File: config.mk
export PLATFORM = sky130hd
export DESIGN_NAME = ufcc_top
export DESIGN_NICKNAME = d
export VERILOG_FILES = /design/src/include/ufcc_pkg.sv /design/src/ufcc_top.sv
export SDC_FILE = /design/constraint.sdc
export NUM_CORES = 1
export LEC_CHECK = 0
export BUFFER_PORTS_ARGS = -buffer_cell sky130_fd_sc_hd__buf_2
export CAP_MARGIN = 40
export CORE_ASPECT_RATIO = 1.5
export CORE_MARGIN = 2
export CORE_UTILIZATION = 55
export CTS_CLUSTER_DIAMETER = 200
export DETAILED_ROUTE_END_ITERATION = 10
export PLACE_DENSITY = 0.74
export SLEW_MARGIN = 30
export SYNTH_ARGS = -nofsm -noshare
export SYNTH_HDL_FRONTEND = slang
export SYNTH_SLANG_ARGS = --single-unit
File: constraint.sdc
create_clock -name core_clk_i -period 4.1 [get_ports core_clk_i]
set_clock_uncertainty 0.1 [all_clocks]
set_input_delay 0.615 -clock core_clk_i [delete_from_list [all_inputs] [get_ports core_clk_i]]
set_output_delay 0.615 -clock core_clk_i [all_outputs]
set_load 0.05 [all_outputs]
File: src/include/ufcc_pkg.sv
// Purpose: Shared constants and types for the serial-port FIFO control and count block.
// Assumes: APB with 32-bit data, one register per aligned word.
// Notes:   Offsets are byte addresses.
package ufcc_pkg;
   localparam int        DEPTH         = 16;
   localparam int        PTR_W         = 4;
   localparam int        CNT_W         = 5;
   localparam int        ADDR_W        = 8;
   localparam logic [7:0] OFF_CONTROL   = 8'h00;
   localparam logic [7:0] OFF_COUNTS    = 8'h04;
   localparam logic [7:0] OFF_TX_QUEUE  = 8'h08;
   localparam logic [7:0] OFF_RX_QUEUE  = 8'h0C;
   localparam logic [7:0] OFF_INT_STAT  = 8'h10;
   localparam logic [7:0] OFF_INT_MASK  = 8'h14;
   localparam logic [7:0] CONTROL_RESET = 8'h00;
   localparam logic [2:0] INT_RESET     = 3'h0;
   localparam int        CNT_TX_LSB    = 8;
   localparam int        CNT_RX_LSB    = 0;
   localparam int        INT_TX_LOW    = 0;
   localparam int        INT_RX_FULL   = 1;
   localparam int        INT_RX_OVR    = 2;
   localparam logic [CNT_W-1:0] TX_TRIG_00 = 5'h08;
   localparam logic [CNT_W-1:0] TX_TRIG_01 = 5'h04;
   localparam logic [CNT_W-1:0] TX_TRIG_10 = 5'h02;
   localparam logic [CNT_W-1:0] TX_TRIG_11 = 5'h01;
   localparam logic [CNT_W-1:0] RX_TRIG_00 = 5'h01;
   localparam logic [CNT_W-1:0] RX_TRIG_01 = 5'h04;
   localparam logic [CNT_W-1:0] RX_TRIG_10 = 5'h08;
   localparam logic [CNT_W-1:0] RX_TRIG_11 = 5'h0E;
   localparam logic [CNT_W-1:0] FIFO_FULL  = 5'h10;

   // Field layout of the FIFO control register, bit 7 first.
   typedef struct packed {
      logic [1:0] rx_trig;
      logic [1:0] tx_trig;
      logic       modem_ctrl_enable;
      logic       tx_fifo_flush;
      logic       rx_fifo_flush;
      logic       loop;
   } ufcc_control_s;

   typedef struct packed {
      logic [CNT_W-1:0] tx_pending_count;
      logic [CNT_W-1:0] rx_held_count;
   } ufcc_counts_s;
endpackage : ufcc_pkg

File: src/ufcc_top.sv
// Purpose: FIFO control, fill counts, loopback and modem handshake of a serial port.
// Assumes: Frame shifter and baud logic sit outside; inputs are synchronous to core_clk_i.
// Notes:   APB answers in the second access cycle; registered outputs throughout.
`timescale 1ns/1ns

// Overview of operation
// Transmit trigger bits 5:4 pick 8, 4, 2 or 1 and the low flag rises once the count is at or below it.
// Bit 3 of the control register switches on the clear-to-send and request-to-send handshake.
// With the handshake off, clear-to-send is seen as asserted low and request-to-send is held at 0.
// A one in bit 2 empties the transmit FIFO; a zero leaves it alone.
// A one in bit 1 empties the receive FIFO; a zero leaves it alone.
// Reset or standby empties both FIFOs whatever the flush bits hold.
// Bit 0 loops the serial transmit line back to the receive input.
// A 16-bit read-only register reports the fill of both FIFOs.
// Bits 12 to 8 give the transmit entries not yet sent, 0 to 16.
// Bits 4 to 0 give the receive entries held, 0 to 16.
// Bits 15 to 13 and 7 to 5 of the count register read as zero.
// All control bits and both counts start at zero.
// Receive trigger bits 7:6 pick 1, 4, 8 or 14 and the full flag rises at that count.
// Each direction has its own sixteen-byte FIFO.
// Transmit count rises per CPU write and falls per byte taken; receive count rises per byte in and falls per CPU read.
module ufcc_top (
   input  wire logic        core_clk_i,
   input  wire logic        rst_i,
   input  wire logic        standby_i,
   input  wire logic        psel_i,
   input  wire logic        penable_i,
   input  wire logic        pwrite_i,
   input  wire logic [7:0]  paddr_i,
   input  wire logic [31:0] pwdata_i,
   output logic      [31:0] prdata_o,
   output logic             pready_o,
   output logic             pslverr_o,
   output logic             irq_o,
   output logic [7:0]       tx_byte_o,
   output logic             tx_byte_valid_o,
   input  wire logic        tx_byte_take_i,
   input  wire logic [7:0]  rx_byte_i,
   input  wire logic        rx_byte_valid_i,
   input  wire logic        shifter_tx_line_i,
   output logic             serial_tx_pin_o,
   input  wire logic        serial_rx_pin_i,
   output logic             receiver_line_o,
   input  wire logic        clear_to_send_in_n_i,
   output logic             clear_to_send_seen_n_o,
   output logic             request_to_send_out_n_o,
   output logic             tx_fifo_low_flag_o,
   output logic             rx_fifo_full_flag_o
);
   ufcc_pkg::ufcc_control_s       ctrl_reg;
   ufcc_pkg::ufcc_counts_s        cnt_reg;
   logic [ufcc_pkg::CNT_W-1:0]    tx_cnt_reg;
   logic [ufcc_pkg::CNT_W-1:0]    rx_cnt_reg;
   logic [7:0]                    tx_mem [ufcc_pkg::DEPTH];
   logic [7:0]                    rx_mem [ufcc_pkg::DEPTH];
   logic [ufcc_pkg::PTR_W-1:0]    tx_wr_reg;
   logic [ufcc_pkg::PTR_W-1:0]    tx_rd_reg;
   logic [ufcc_pkg::PTR_W-1:0]    rx_wr_reg;
   logic [ufcc_pkg::PTR_W-1:0]    rx_rd_reg;
   logic [2:0]                    int_stat_reg;
   logic [2:0]                    int_mask_reg;
   logic                          tx_low_d_reg;
   logic                          rx_full_d_reg;
   logic                          access;
   logic                          done;
   logic                          mapped;
   logic                          tx_push;
   logic                          tx_pop;
   logic                          rx_push;
   logic                          rx_pop;
   logic                          tx_clear;
   logic                          rx_clear;
   logic                          tx_low;
   logic                          rx_full;
   logic [2:0]                    int_events;
   logic [31:0]                   rd_next;

   function automatic logic [ufcc_pkg::CNT_W-1:0] tx_trig_level(input logic [1:0] code);
      case (code)
         2'h0:    tx_trig_level = ufcc_pkg::TX_TRIG_00;
         2'h1:    tx_trig_level = ufcc_pkg::TX_TRIG_01;
         2'h2:    tx_trig_level = ufcc_pkg::TX_TRIG_10;
         default: tx_trig_level = ufcc_pkg::TX_TRIG_11;
      endcase
   endfunction : tx_trig_level

   function automatic logic [ufcc_pkg::CNT_W-1:0] rx_trig_level(input logic [1:0] code);
      case (code)
         2'h0:    rx_trig_level = ufcc_pkg::RX_TRIG_00;
         2'h1:    rx_trig_level = ufcc_pkg::RX_TRIG_01;
         2'h2:    rx_trig_level = ufcc_pkg::RX_TRIG_10;
         default: rx_trig_level = ufcc_pkg::RX_TRIG_11;
      endcase
   endfunction : rx_trig_level

   // A transfer completes at the edge where the slave's own pready is high.
   assign access = psel_i && penable_i;
   assign done   = access && pready_o;
   assign mapped = (paddr_i == ufcc_pkg::OFF_CONTROL)  || (paddr_i == ufcc_pkg::OFF_COUNTS)   ||
                   (paddr_i == ufcc_pkg::OFF_TX_QUEUE) || (paddr_i == ufcc_pkg::OFF_RX_QUEUE) ||
                   (paddr_i == ufcc_pkg::OFF_INT_STAT) || (paddr_i == ufcc_pkg::OFF_INT_MASK);

   // Each count has its own process; the struct only bundles them for reading.
   assign cnt_reg  = '{tx_pending_count: tx_cnt_reg, rx_held_count: rx_cnt_reg};
   assign tx_clear = standby_i || ctrl_reg.tx_fifo_flush;
   assign rx_clear = standby_i || ctrl_reg.rx_fifo_flush;
   // A write to a full transmit FIFO is dropped.
   assign tx_push  = done && pwrite_i && (paddr_i == ufcc_pkg::OFF_TX_QUEUE) &&
                     (cnt_reg.tx_pending_count != ufcc_pkg::FIFO_FULL) && !tx_clear;
   assign tx_pop   = tx_byte_valid_o && tx_byte_take_i && !tx_clear;
   assign rx_push  = rx_byte_valid_i && (cnt_reg.rx_held_count != ufcc_pkg::FIFO_FULL) &&
                     !rx_clear;
   assign rx_pop   = done && !pwrite_i && (paddr_i == ufcc_pkg::OFF_RX_QUEUE) &&
                     (cnt_reg.rx_held_count != '0) && !rx_clear;

   assign tx_low  = cnt_reg.tx_pending_count <= tx_trig_level(ctrl_reg.tx_trig);
   assign rx_full = cnt_reg.rx_held_count >= rx_trig_level(ctrl_reg.rx_trig);

   assign int_events[ufcc_pkg::INT_TX_LOW]  = tx_low && !tx_low_d_reg;
   assign int_events[ufcc_pkg::INT_RX_FULL] = rx_full && !rx_full_d_reg;
   assign int_events[ufcc_pkg::INT_RX_OVR]  = rx_byte_valid_i && !rx_clear &&
                                              (cnt_reg.rx_held_count == ufcc_pkg::FIFO_FULL);

   always_comb begin
      rd_next = 32'h0000_0000;
      case (paddr_i)
         ufcc_pkg::OFF_CONTROL:  rd_next[7:0] = ctrl_reg;
         ufcc_pkg::OFF_COUNTS: begin
            rd_next[ufcc_pkg::CNT_TX_LSB +: ufcc_pkg::CNT_W] = cnt_reg.tx_pending_count;
            rd_next[ufcc_pkg::CNT_RX_LSB +: ufcc_pkg::CNT_W] = cnt_reg.rx_held_count;
         end
         ufcc_pkg::OFF_RX_QUEUE: rd_next[7:0] = rx_mem[rx_rd_reg];
         ufcc_pkg::OFF_INT_STAT: rd_next[2:0] = int_stat_reg;
         ufcc_pkg::OFF_INT_MASK: rd_next[2:0] = int_mask_reg;
         default:                rd_next = 32'h0000_0000;
      endcase
   end

   always_ff @(posedge core_clk_i or posedge rst_i) begin
      if (rst_i) begin
         pready_o  <= 1'b0;
         pslverr_o <= 1'b0;
         prdata_o  <= 32'h0000_0000;
      end else begin
         pready_o  <= access && !pready_o;
         pslverr_o <= access && !pready_o && !mapped;
         if (access && !pready_o && !pwrite_i) begin
            prdata_o <= rd_next;
         end
      end
   end

   always_ff @(posedge core_clk_i or posedge rst_i) begin
      if (rst_i) begin
         ctrl_reg <= ufcc_pkg::CONTROL_RESET;
      end else if (standby_i) begin
         ctrl_reg <= ufcc_pkg::CONTROL_RESET;
      end else if (done && pwrite_i && paddr_i == ufcc_pkg::OFF_CONTROL) begin
         ctrl_reg <= pwdata_i[7:0];
      end
   end

   // Transmit FIFO pointers and counting.
   always_ff @(posedge core_clk_i or posedge rst_i) begin
      if (rst_i) begin
         tx_wr_reg  <= '0;
         tx_rd_reg  <= '0;
         tx_cnt_reg <= '0;
      end else if (tx_clear) begin
         tx_wr_reg  <= '0;
         tx_rd_reg  <= '0;
         tx_cnt_reg <= '0;
      end else begin
         if (tx_push) begin
            tx_wr_reg <= tx_wr_reg + 4'h1;
         end
         if (tx_pop) begin
            tx_rd_reg <= tx_rd_reg + 4'h1;
         end
         if (tx_push && !tx_pop) begin
            tx_cnt_reg <= tx_cnt_reg + 5'h01;
         end else if (tx_pop && !tx_push) begin
            tx_cnt_reg <= tx_cnt_reg - 5'h01;
         end
      end
   end

   always_ff @(posedge core_clk_i) begin
      if (tx_push) begin
         tx_mem[tx_wr_reg] <= pwdata_i[7:0];
      end
      if (rx_push) begin
         rx_mem[rx_wr_reg] <= rx_byte_i;
      end
   end

   // Receive FIFO pointers and counting.
   always_ff @(posedge core_clk_i or posedge rst_i) begin
      if (rst_i) begin
         rx_wr_reg  <= '0;
         rx_rd_reg  <= '0;
         rx_cnt_reg <= '0;
      end else if (rx_clear) begin
         rx_wr_reg  <= '0;
         rx_rd_reg  <= '0;
         rx_cnt_reg <= '0;
      end else begin
         if (rx_push) begin
            rx_wr_reg <= rx_wr_reg + 4'h1;
         end
         if (rx_pop) begin
            rx_rd_reg <= rx_rd_reg + 4'h1;
         end
         if (rx_push && !rx_pop) begin
            rx_cnt_reg <= rx_cnt_reg + 5'h01;
         end else if (rx_pop && !rx_push) begin
            rx_cnt_reg <= rx_cnt_reg - 5'h01;
         end
      end
   end

   // The valid drops for one cycle after each take so a stale byte is never offered twice.
   always_ff @(posedge core_clk_i or posedge rst_i) begin
      if (rst_i) begin
         tx_byte_valid_o <= 1'b0;
         tx_byte_o       <= 8'h00;
      end else if (tx_clear || tx_pop) begin
         tx_byte_valid_o <= 1'b0;
      end else if (!tx_byte_valid_o && cnt_reg.tx_pending_count != '0) begin
         tx_byte_valid_o <= 1'b1;
         tx_byte_o       <= tx_mem[tx_rd_reg];
      end
   end

   always_ff @(posedge core_clk_i or posedge rst_i) begin
      if (rst_i) begin
         serial_tx_pin_o         <= 1'b1;
         receiver_line_o         <= 1'b1;
         clear_to_send_seen_n_o  <= 1'b0;
         request_to_send_out_n_o <= 1'b0;
      end else begin
         serial_tx_pin_o <= ctrl_reg.loop ? 1'b1 : shifter_tx_line_i;
         receiver_line_o <= ctrl_reg.loop ? shifter_tx_line_i : serial_rx_pin_i;
         clear_to_send_seen_n_o  <= ctrl_reg.modem_ctrl_enable &&
                                    clear_to_send_in_n_i;
         request_to_send_out_n_o <= ctrl_reg.modem_ctrl_enable &&
                                    (cnt_reg.rx_held_count == ufcc_pkg::FIFO_FULL);
      end
   end

   always_ff @(posedge core_clk_i or posedge rst_i) begin
      if (rst_i) begin
         // An empty FIFO is already low, so no false edge is seen after reset.
         tx_low_d_reg        <= 1'b1;
         rx_full_d_reg       <= 1'b0;
         tx_fifo_low_flag_o  <= 1'b0;
         rx_fifo_full_flag_o <= 1'b0;
      end else begin
         tx_low_d_reg        <= tx_low;
         rx_full_d_reg       <= rx_full;
         tx_fifo_low_flag_o  <= tx_low;
         rx_fifo_full_flag_o <= rx_full;
      end
   end

   // Status bits are write-one-to-clear; a new event in the same cycle wins.
   always_ff @(posedge core_clk_i or posedge rst_i) begin
      if (rst_i) begin
         int_stat_reg <= ufcc_pkg::INT_RESET;
         int_mask_reg <= ufcc_pkg::INT_RESET;
         irq_o        <= 1'b0;
      end else begin
         if (done && pwrite_i && paddr_i == ufcc_pkg::OFF_INT_STAT) begin
            int_stat_reg <= (int_stat_reg & ~pwdata_i[2:0]) | int_events;
         end else begin
            int_stat_reg <= int_stat_reg | int_events;
         end
         if (done && pwrite_i && paddr_i == ufcc_pkg::OFF_INT_MASK) begin
            int_mask_reg <= pwdata_i[2:0];
         end
         irq_o <= |(int_stat_reg & int_mask_reg);
      end
   end
endmodule : ufcc_top

==> reports/qor.yml, run 1 <==
grt_max_degree: 46
fin_area_sq_um: 15500
hold_path.class: "input pin to flop"
worstPathArrival_ns: 3.63
hold_buffers: 0
cts_max_level: 1
p_leak_nw: 5.48
clock_sinks: 328
coreArea_sq_um: 25000
top_regs: "rx_mem x128, tx_mem x128, prdata_o x13"
tns_ns: 0
ys_async_sr_fraction: 0.220
dp.final_hpwl_mm: 19.6
avgSynthCellArea_sq_um: 17.0
synth_top_area_cell: "edfxtp_1"
critPathMaxFanout: 6
rsz0062_at_grt: "false"
grt_antenna_before_repair: 0
relSlewSlack: 0.483
wl_mm: 28.9
first_iter_violations: 492
cp-end-kind: "flop"
dp_cells: 1191
cts_root_buffer: "clkbuf_16"
clkTransAtPathRegs_ns: 0.06
synth_seq_area_share: 0.684
drv_slew: 0
cts_tree: "built"
r2r-end: "tx_cnt_reg[4]$_DFFE_PP0P_"
worstSkewPairLatency_ns: 0.55
yosysMostFrequentCell: "edfxtp_1"
cts.path.max_buffers: 3
post_cts_buffers: 0
synthTopCellsByArea: "edfxtp_1 (55%), dfrtp_1 (12%), mux4_2 (11%)"
cp_cell_sequence: "and4_1 > nand3_1 > or2_2 > or3_1 > fa_1 > a21o_1 > a211oi_1 > o21ai_0 > nand3_1 > nor3b_1"
r2r_start: "pready_o$_DFF_PP0_"
yosysWarnings: 0
finalSetupViolCount: 0
critPathLaunchType: "flop"
pre_cts_ws_ns: 0.485
slowest_stage: "dfrtp_1"
place.gp.congestion: 0.858
critPathMostFrequentCell: "nand3_1"
grt_util_all_layers: 0.223
cts.repair.resized: 0
ys_ff_latch: 328
cts_inserted_buffers: 29
wl_per_cell_um: 23.2
synth_top_cells_by_count: "edfxtp_1 (256), dfrtp_1 (69), mux4_2 (67)"
die_area_sq_um: 26600
synth_top_area_share: 0.554
fmax_mhz: 306
finalCriticalPeriod_ns: 3.27
drv_cap: 0
fp.dieH_um: 199
slowest_delay_ns: 0.47
drt_first_pass_iters: 5
tightest_slew_ns: 0.776
r2r_slack_ns: 0.83
antenna_left: 0
grt_overflow: 0
portBuffers: 65
initial_core_util: 0.556
final_nets: 984
crit_type: "flop to flop"
final_core_util: 0.623
ir_drop_v: 0.000446
synthCells: 817
cp.required_ns: 4.46
vias: 7343
grt_pass1_wl_mm: 44.6
top_level_ports: 109
antenna_cells: 0
area_growth_pct: 12.0
rows: 71
powerDensity_nw_per_um2: 482
fin_crit_sh: 0.797
synth_edf_count: 256
crit_start: "pready_o$_DFF_PP0_"
min_from: "shifter_tx_line_i"
drive_gt1_frac: 0.249
status: "complete, no violations"
synth_area_sq_um: 13900
viasPerCell: 5.88
grt_pass1_vias: 7748
endpoint: "tx_cnt_reg[4]$_DFFE_PP0P_"
synthDistinctLibCells: 59
drc_errors: 0
setup_ws_ns: 0.831
die_w_um: 134
instances_no_fill: 1248
post_dp_cell_area_sq_um: 14500
hold_viol: 0
ys.flop_type: "edfxtp_1"
worst_r2r_path_depth: 10
-- area by class of cell --
| class | count | area (sq um) |
|---|---|---|
| flip-flops and latches | 328 | 9500 |
| inverters | 19 | 72.6 |
| clock buffers | 36 | 772 |
| multi-input cells | 436 | 4110 |
| repair buffers | 83 | 503 |
| clock inverters | 18 | 184 |
| fillers | 1790 | 9420 |
| well taps | 328 | 410 |
-- worst max-delay path, delay by kind of cell (launching register included) --
family	cells	cell delay, ns
fa+ha+maj	1	0.44
flops	1	0.47
compound gates	3	0.58
simple gates	6	1.60
-- stage by stage --
step / hold WS [ns] / power (mW)
detailed placement: 0.373 / 4.86
floorplan: 0.370 / 4.59
global placement: 0.363 / 4.83
finish: 0.170 / 7.50
CTS: 0.0905 / 7.54
global route: 0.167 / 7.74
-- placed cells by master (no fill, tap or decap), drive strengths merged, types with 6 or more instances in the layout --
cell type	instances
edfxtp	256
buf	82
dfrtp	69
mux4	67
and2	36
nand2	36
clkbuf	36
nor2	32
mux2i	27
ha	26
a21oi	19
conb	19
inv	19
nand3	15
a22o	14
o221ai	13
xnor2	12
nor3	11
mux2	10
clkinv	10
a21o	8
or2	8
o21ai	8
nor4	7
a211oi	6
o21a	6
or3	6
-- routing by layer --
layer | vias up | wire, um | share of wire | global-route usage
met5 | - | 0 | 0 | 0
met1 | 3716 | 10300 | 0.36 | 0.251
met4 | 0 | 1110 | 0.038 | 0.0875
met3 | 59 | 1300 | 0.045 | 0.0273
met2 | 252 | 16200 | 0.56 | 0.428
li1 | 3316 | - | - | -
-- logic make-up (layout without fill, tap and decap cells) --
| kind of cell | after synthesis | count (layout) | share of synthesized area |
|---|---|---|---|
| compound gates | 93 | 93 | 0.0502 |
| xor+xnor | 16 | 16 | 0.0101 |
| fa+ha+maj | 28 | 28 | 0.0263 |
| buf+inv | 71 | 156 | 0.0251 |
| flops | 328 | 328 | 0.684 |
| mux | 104 | 104 | 0.136 |
| other cells | 1 | 19 | 0.000270 |
| simple gates | 176 | 176 | 0.0679 |
-- how the worst min path moves through the flow --
stage	end	slack [ns]	cells past startpoint
2_1_floorplan	irq_o$_DFF_PP0_	0.37	2
3_3_place_gp	tx_byte_o[1]$_DFFE_PP0P_	0.36	2
3_5_place_dp	tx_byte_o[1]$_DFFE_PP0P_	0.37	2
4_1_cts	rx_wr_reg[1]$_DFFE_PP0P_	0.09	2
5_1_grt	serial_tx_pin_o$_DFF_PP1_	0.17	2
6_report	serial_tx_pin_o$_DFF_PP1_	0.17	2
-- power by group --
group	internal, mW	leakage, nW	switching, mW
Sequential	3.69	3.25	0.135
Clock	1.53	0.458	1.16
Combinational	0.363	1.77	0.608
(Power assumes the default switching activity.)
==> run 2, diff against run 1 <==
--- a/config.mk
+++ b/config.mk
@@ -5,6 +5,7 @@
 export SDC_FILE = /design/constraint.sdc
 export NUM_CORES = 1
 export LEC_CHECK = 0
+export ABC_AREA = 1
 export BUFFER_PORTS_ARGS = -buffer_cell sky130_fd_sc_hd__buf_2
 export CAP_MARGIN = 40
 export CORE_ASPECT_RATIO = 1.5
==> constraint.sdc (replaced) <==
create_clock -name core_clk_i -period 3.1 [get_ports core_clk_i]
set_clock_uncertainty 0.1 [all_clocks]
set_input_delay 0.465 -clock core_clk_i [delete_from_list [all_inputs] [get_ports core_clk_i]]
set_output_delay 0.465 -clock core_clk_i [all_outputs]
set_load 0.05 [all_outputs]
==> run 2 against run 1 <==
  * Synthesized cell count up 68%
  * Register-to-register slack worse by 0.35 ns
  * Hold slack lost 0.12 ns
  * Cell count up 45%
  * Synthesized area up 4.5%
  * Combinational power is 91% higher
==> reports/qor.yml, run 2 <==
clkTransAtPathRegs_ns: 0.07
relSlewSlack: 0.450
die_w_um: 137
grt_max_degree: 82
cts_tree: "built"
place.gp.congestion: 0.853
grt_pass1_wl_mm: 50.0
post_cts_buffers: 0
worstSkewPairLatency_ns: 0.56
top_level_ports: 109
post_dp_cell_area_sq_um: 15300
die_area_sq_um: 27700
drive_gt1_frac: 0.122
powerDensity_nw_per_um2: 643
crit_buf_inv: 0
portBuffers: 65
finalCriticalPeriod_ns: 2.62
crit_type: "flop to flop"
slowest_delay_ns: 0.53
synthCells: 1374
rows: 72
synth_seq_area_share: 0.654
dp.final_hpwl_mm: 21.1
hold_viol: 0
ys.flop_type: "edfxtp_1"
area_growth_pct: 11.7
critical-path-top-delay-family: "simple AND/OR/NAND/NOR gates"
yosysWarnings: 0
whs_path_depth: 3
slowest_stage: "fa_1"
viasPerCell: 5.43
final_core_util: 0.627
initial_core_util: 0.561
grt_pass1_vias: 9892
cts.path.max_buffers: 3
yosysMostFrequentCell: "nand2_1"
synth_top_cells_by_count: "nand2_1 (282), edfxtp_1 (256), nor2_1 (192)"
wl_per_cell_um: 17.5
drv_cap: 0
cts_max_level: 1
fillCellCount: 1954
clock_sinks: 328
cp-end-kind: "flop"
instances_no_fill: 1815
cp.required_ns: 3.45
avgSynthCellArea_sq_um: 10.6
coreArea_sq_um: 25900
tightest_slew_ns: 0.826
ys_ff_latch: 328
ys_async_sr_fraction: 0.220
status: "complete, no violations"
mostFrequentLayoutCells: "nand2_1 (282), edfxtp_1 (256), nor2_1 (192)"
synthTopCellsByArea: "edfxtp_1 (53%), dfrtp_1 (12%), nand2_1 (7.3%)"
drv_slew: 0
cts_root_buffer: "clkbuf_16"
fmax_mhz: 381
critPathLaunchType: "flop"
drc_errors: 0
cp_cell_sequence: "nand3_1 > nor2_1 > nand4_1 > fa_1 > nand3_1 > nand2_1 > nand2_1 > nand2_1 > nand3b_1 > nand3_1 > o21ai_1"
synth_top_area_cell: "edfxtp_1"
vias: 9847
cts_inserted_buffers: 29
synth_edf_count: 256
final_nets: 1546
fin_crit_sh: 0.846
hold_buffers: 4
synthDistinctLibCells: 42
fin_area_sq_um: 16200
antenna_left: 0
r2r-end: "tx_cnt_reg[4]$_DFFE_PP0P_"
dp_cells: 1757
first_iter_violations: 488
min_from: "penable_i"
r2r_start: "pready_o$_DFF_PP0_"
synth_top_area_share: 0.530
critPathMaxFanout: 7
p_leak_nw: 6.51
synth_area_sq_um: 14500
drt_first_pass_iters: 5
rsz0062_at_grt: "false"
ir_drop_v: 0.000486
grt_antenna_before_repair: 1
cts.repair.resized: 0
tns_ns: 0
worstPathArrival_ns: 2.97
finalSetupViolCount: 0
top_regs: "rx_mem x128, tx_mem x128, prdata_o x13"
r2r_slack_ns: 0.48
grt_util_all_layers: 0.234
min_to: "pready_o$_DFF_PP0_"
wl_mm: 31.7
hold_path.class: "input pin to flop"
fp.dieH_um: 203
worst_r2r_path_depth: 11
final_common_cell: "nand2_1"
grt_overflow: 0
==> run 2: logic make-up (layout without fill, tap and decap cells) <==
kind of cell | Yosys count | in the layout | synth area share
other | 1 | 20 | 0.000258
flip-flops | 328 | 328 | 0.654
AND/OR/NAND/NOR | 630 | 630 | 0.182
AO/OA/AOI/OAI | 194 | 194 | 0.0780
adder cells (fa/ha/maj) | 28 | 28 | 0.0252
XOR/XNOR | 4 | 4 | 0.00241
buffers and inverters | 189 | 278 | 0.0575
==> run 2: stage by stage <==
| stage | hold WS (ns) | power, mW | setup slack [ns] |
|---|---|---|---|
| floorplan | 0.331 | 6.53 | 0.532 |
| global placement | 0.361 | 6.97 | 0.418 |
| detailed placement | 0.361 | 7.03 | 0.309 |
| CTS | 0.0318 | 10.5 | 0.511 |
| global route | 0.0452 | 10.9 | 0.225 |
| finish | 0.0518 | 10.4 | 0.478 |
==> run 2: worst max-delay path by stage <==
stage	from	to	slack, ns	cells past startpoint
after CTS	pready_o$_DFF_PP0_	tx_cnt_reg[4]$_DFFE_PP0P_	0.51	11
after floorplan	pready_o$_DFF_PP0_	tx_cnt_reg[4]$_DFFE_PP0P_	0.53	11
after detailed placement	psel_i	tx_cnt_reg[4]$_DFFE_PP0P_	0.31	12
after global routing	pready_o$_DFF_PP0_	tx_cnt_reg[4]$_DFFE_PP0P_	0.22	11
after global placement	psel_i	tx_cnt_reg[4]$_DFFE_PP0P_	0.42	12
final	pready_o$_DFF_PP0_	tx_cnt_reg[4]$_DFFE_PP0P_	0.48	11
==> run 2: power by group <==
part	leakage, nW	internal, mW	total [mW]	switching, mW
clock	0.444	1.89	3.47	1.58
sequential	3.23	4.94	5.11	0.172
combinational	2.84	0.532	1.85	1.31
==> run 2: tightest hold or removal path: cells and delay by family <==
family | cells | cell delay, ns
buffers and inverters | 1 | 0.10
and+or+nand+nor | 2 | 0.10
==> run 2: final cells by class <==
cell class	instances	area (sq um)	area share
antenna	1	2.50	0.000154
multi-input combinational	875	4250	0.262
tap	333	417	0.0257
sequential	328	9500	0.586
clock buffer	29	726	0.0448
clock inverter	24	191	0.0118
timing repair buffer	110	698	0.0431
inverter	115	432	0.0266
==> run 2: routing by layer <==
| metal | track usage | routed length (um) |
|---|---|---|
| met5 | 0 | 0 |
| met4 | 0.125 | 1640 |
| met3 | 0.0307 | 1370 |
| met2 | 0.429 | 17000 |
| met1 | 0.258 | 11700 |
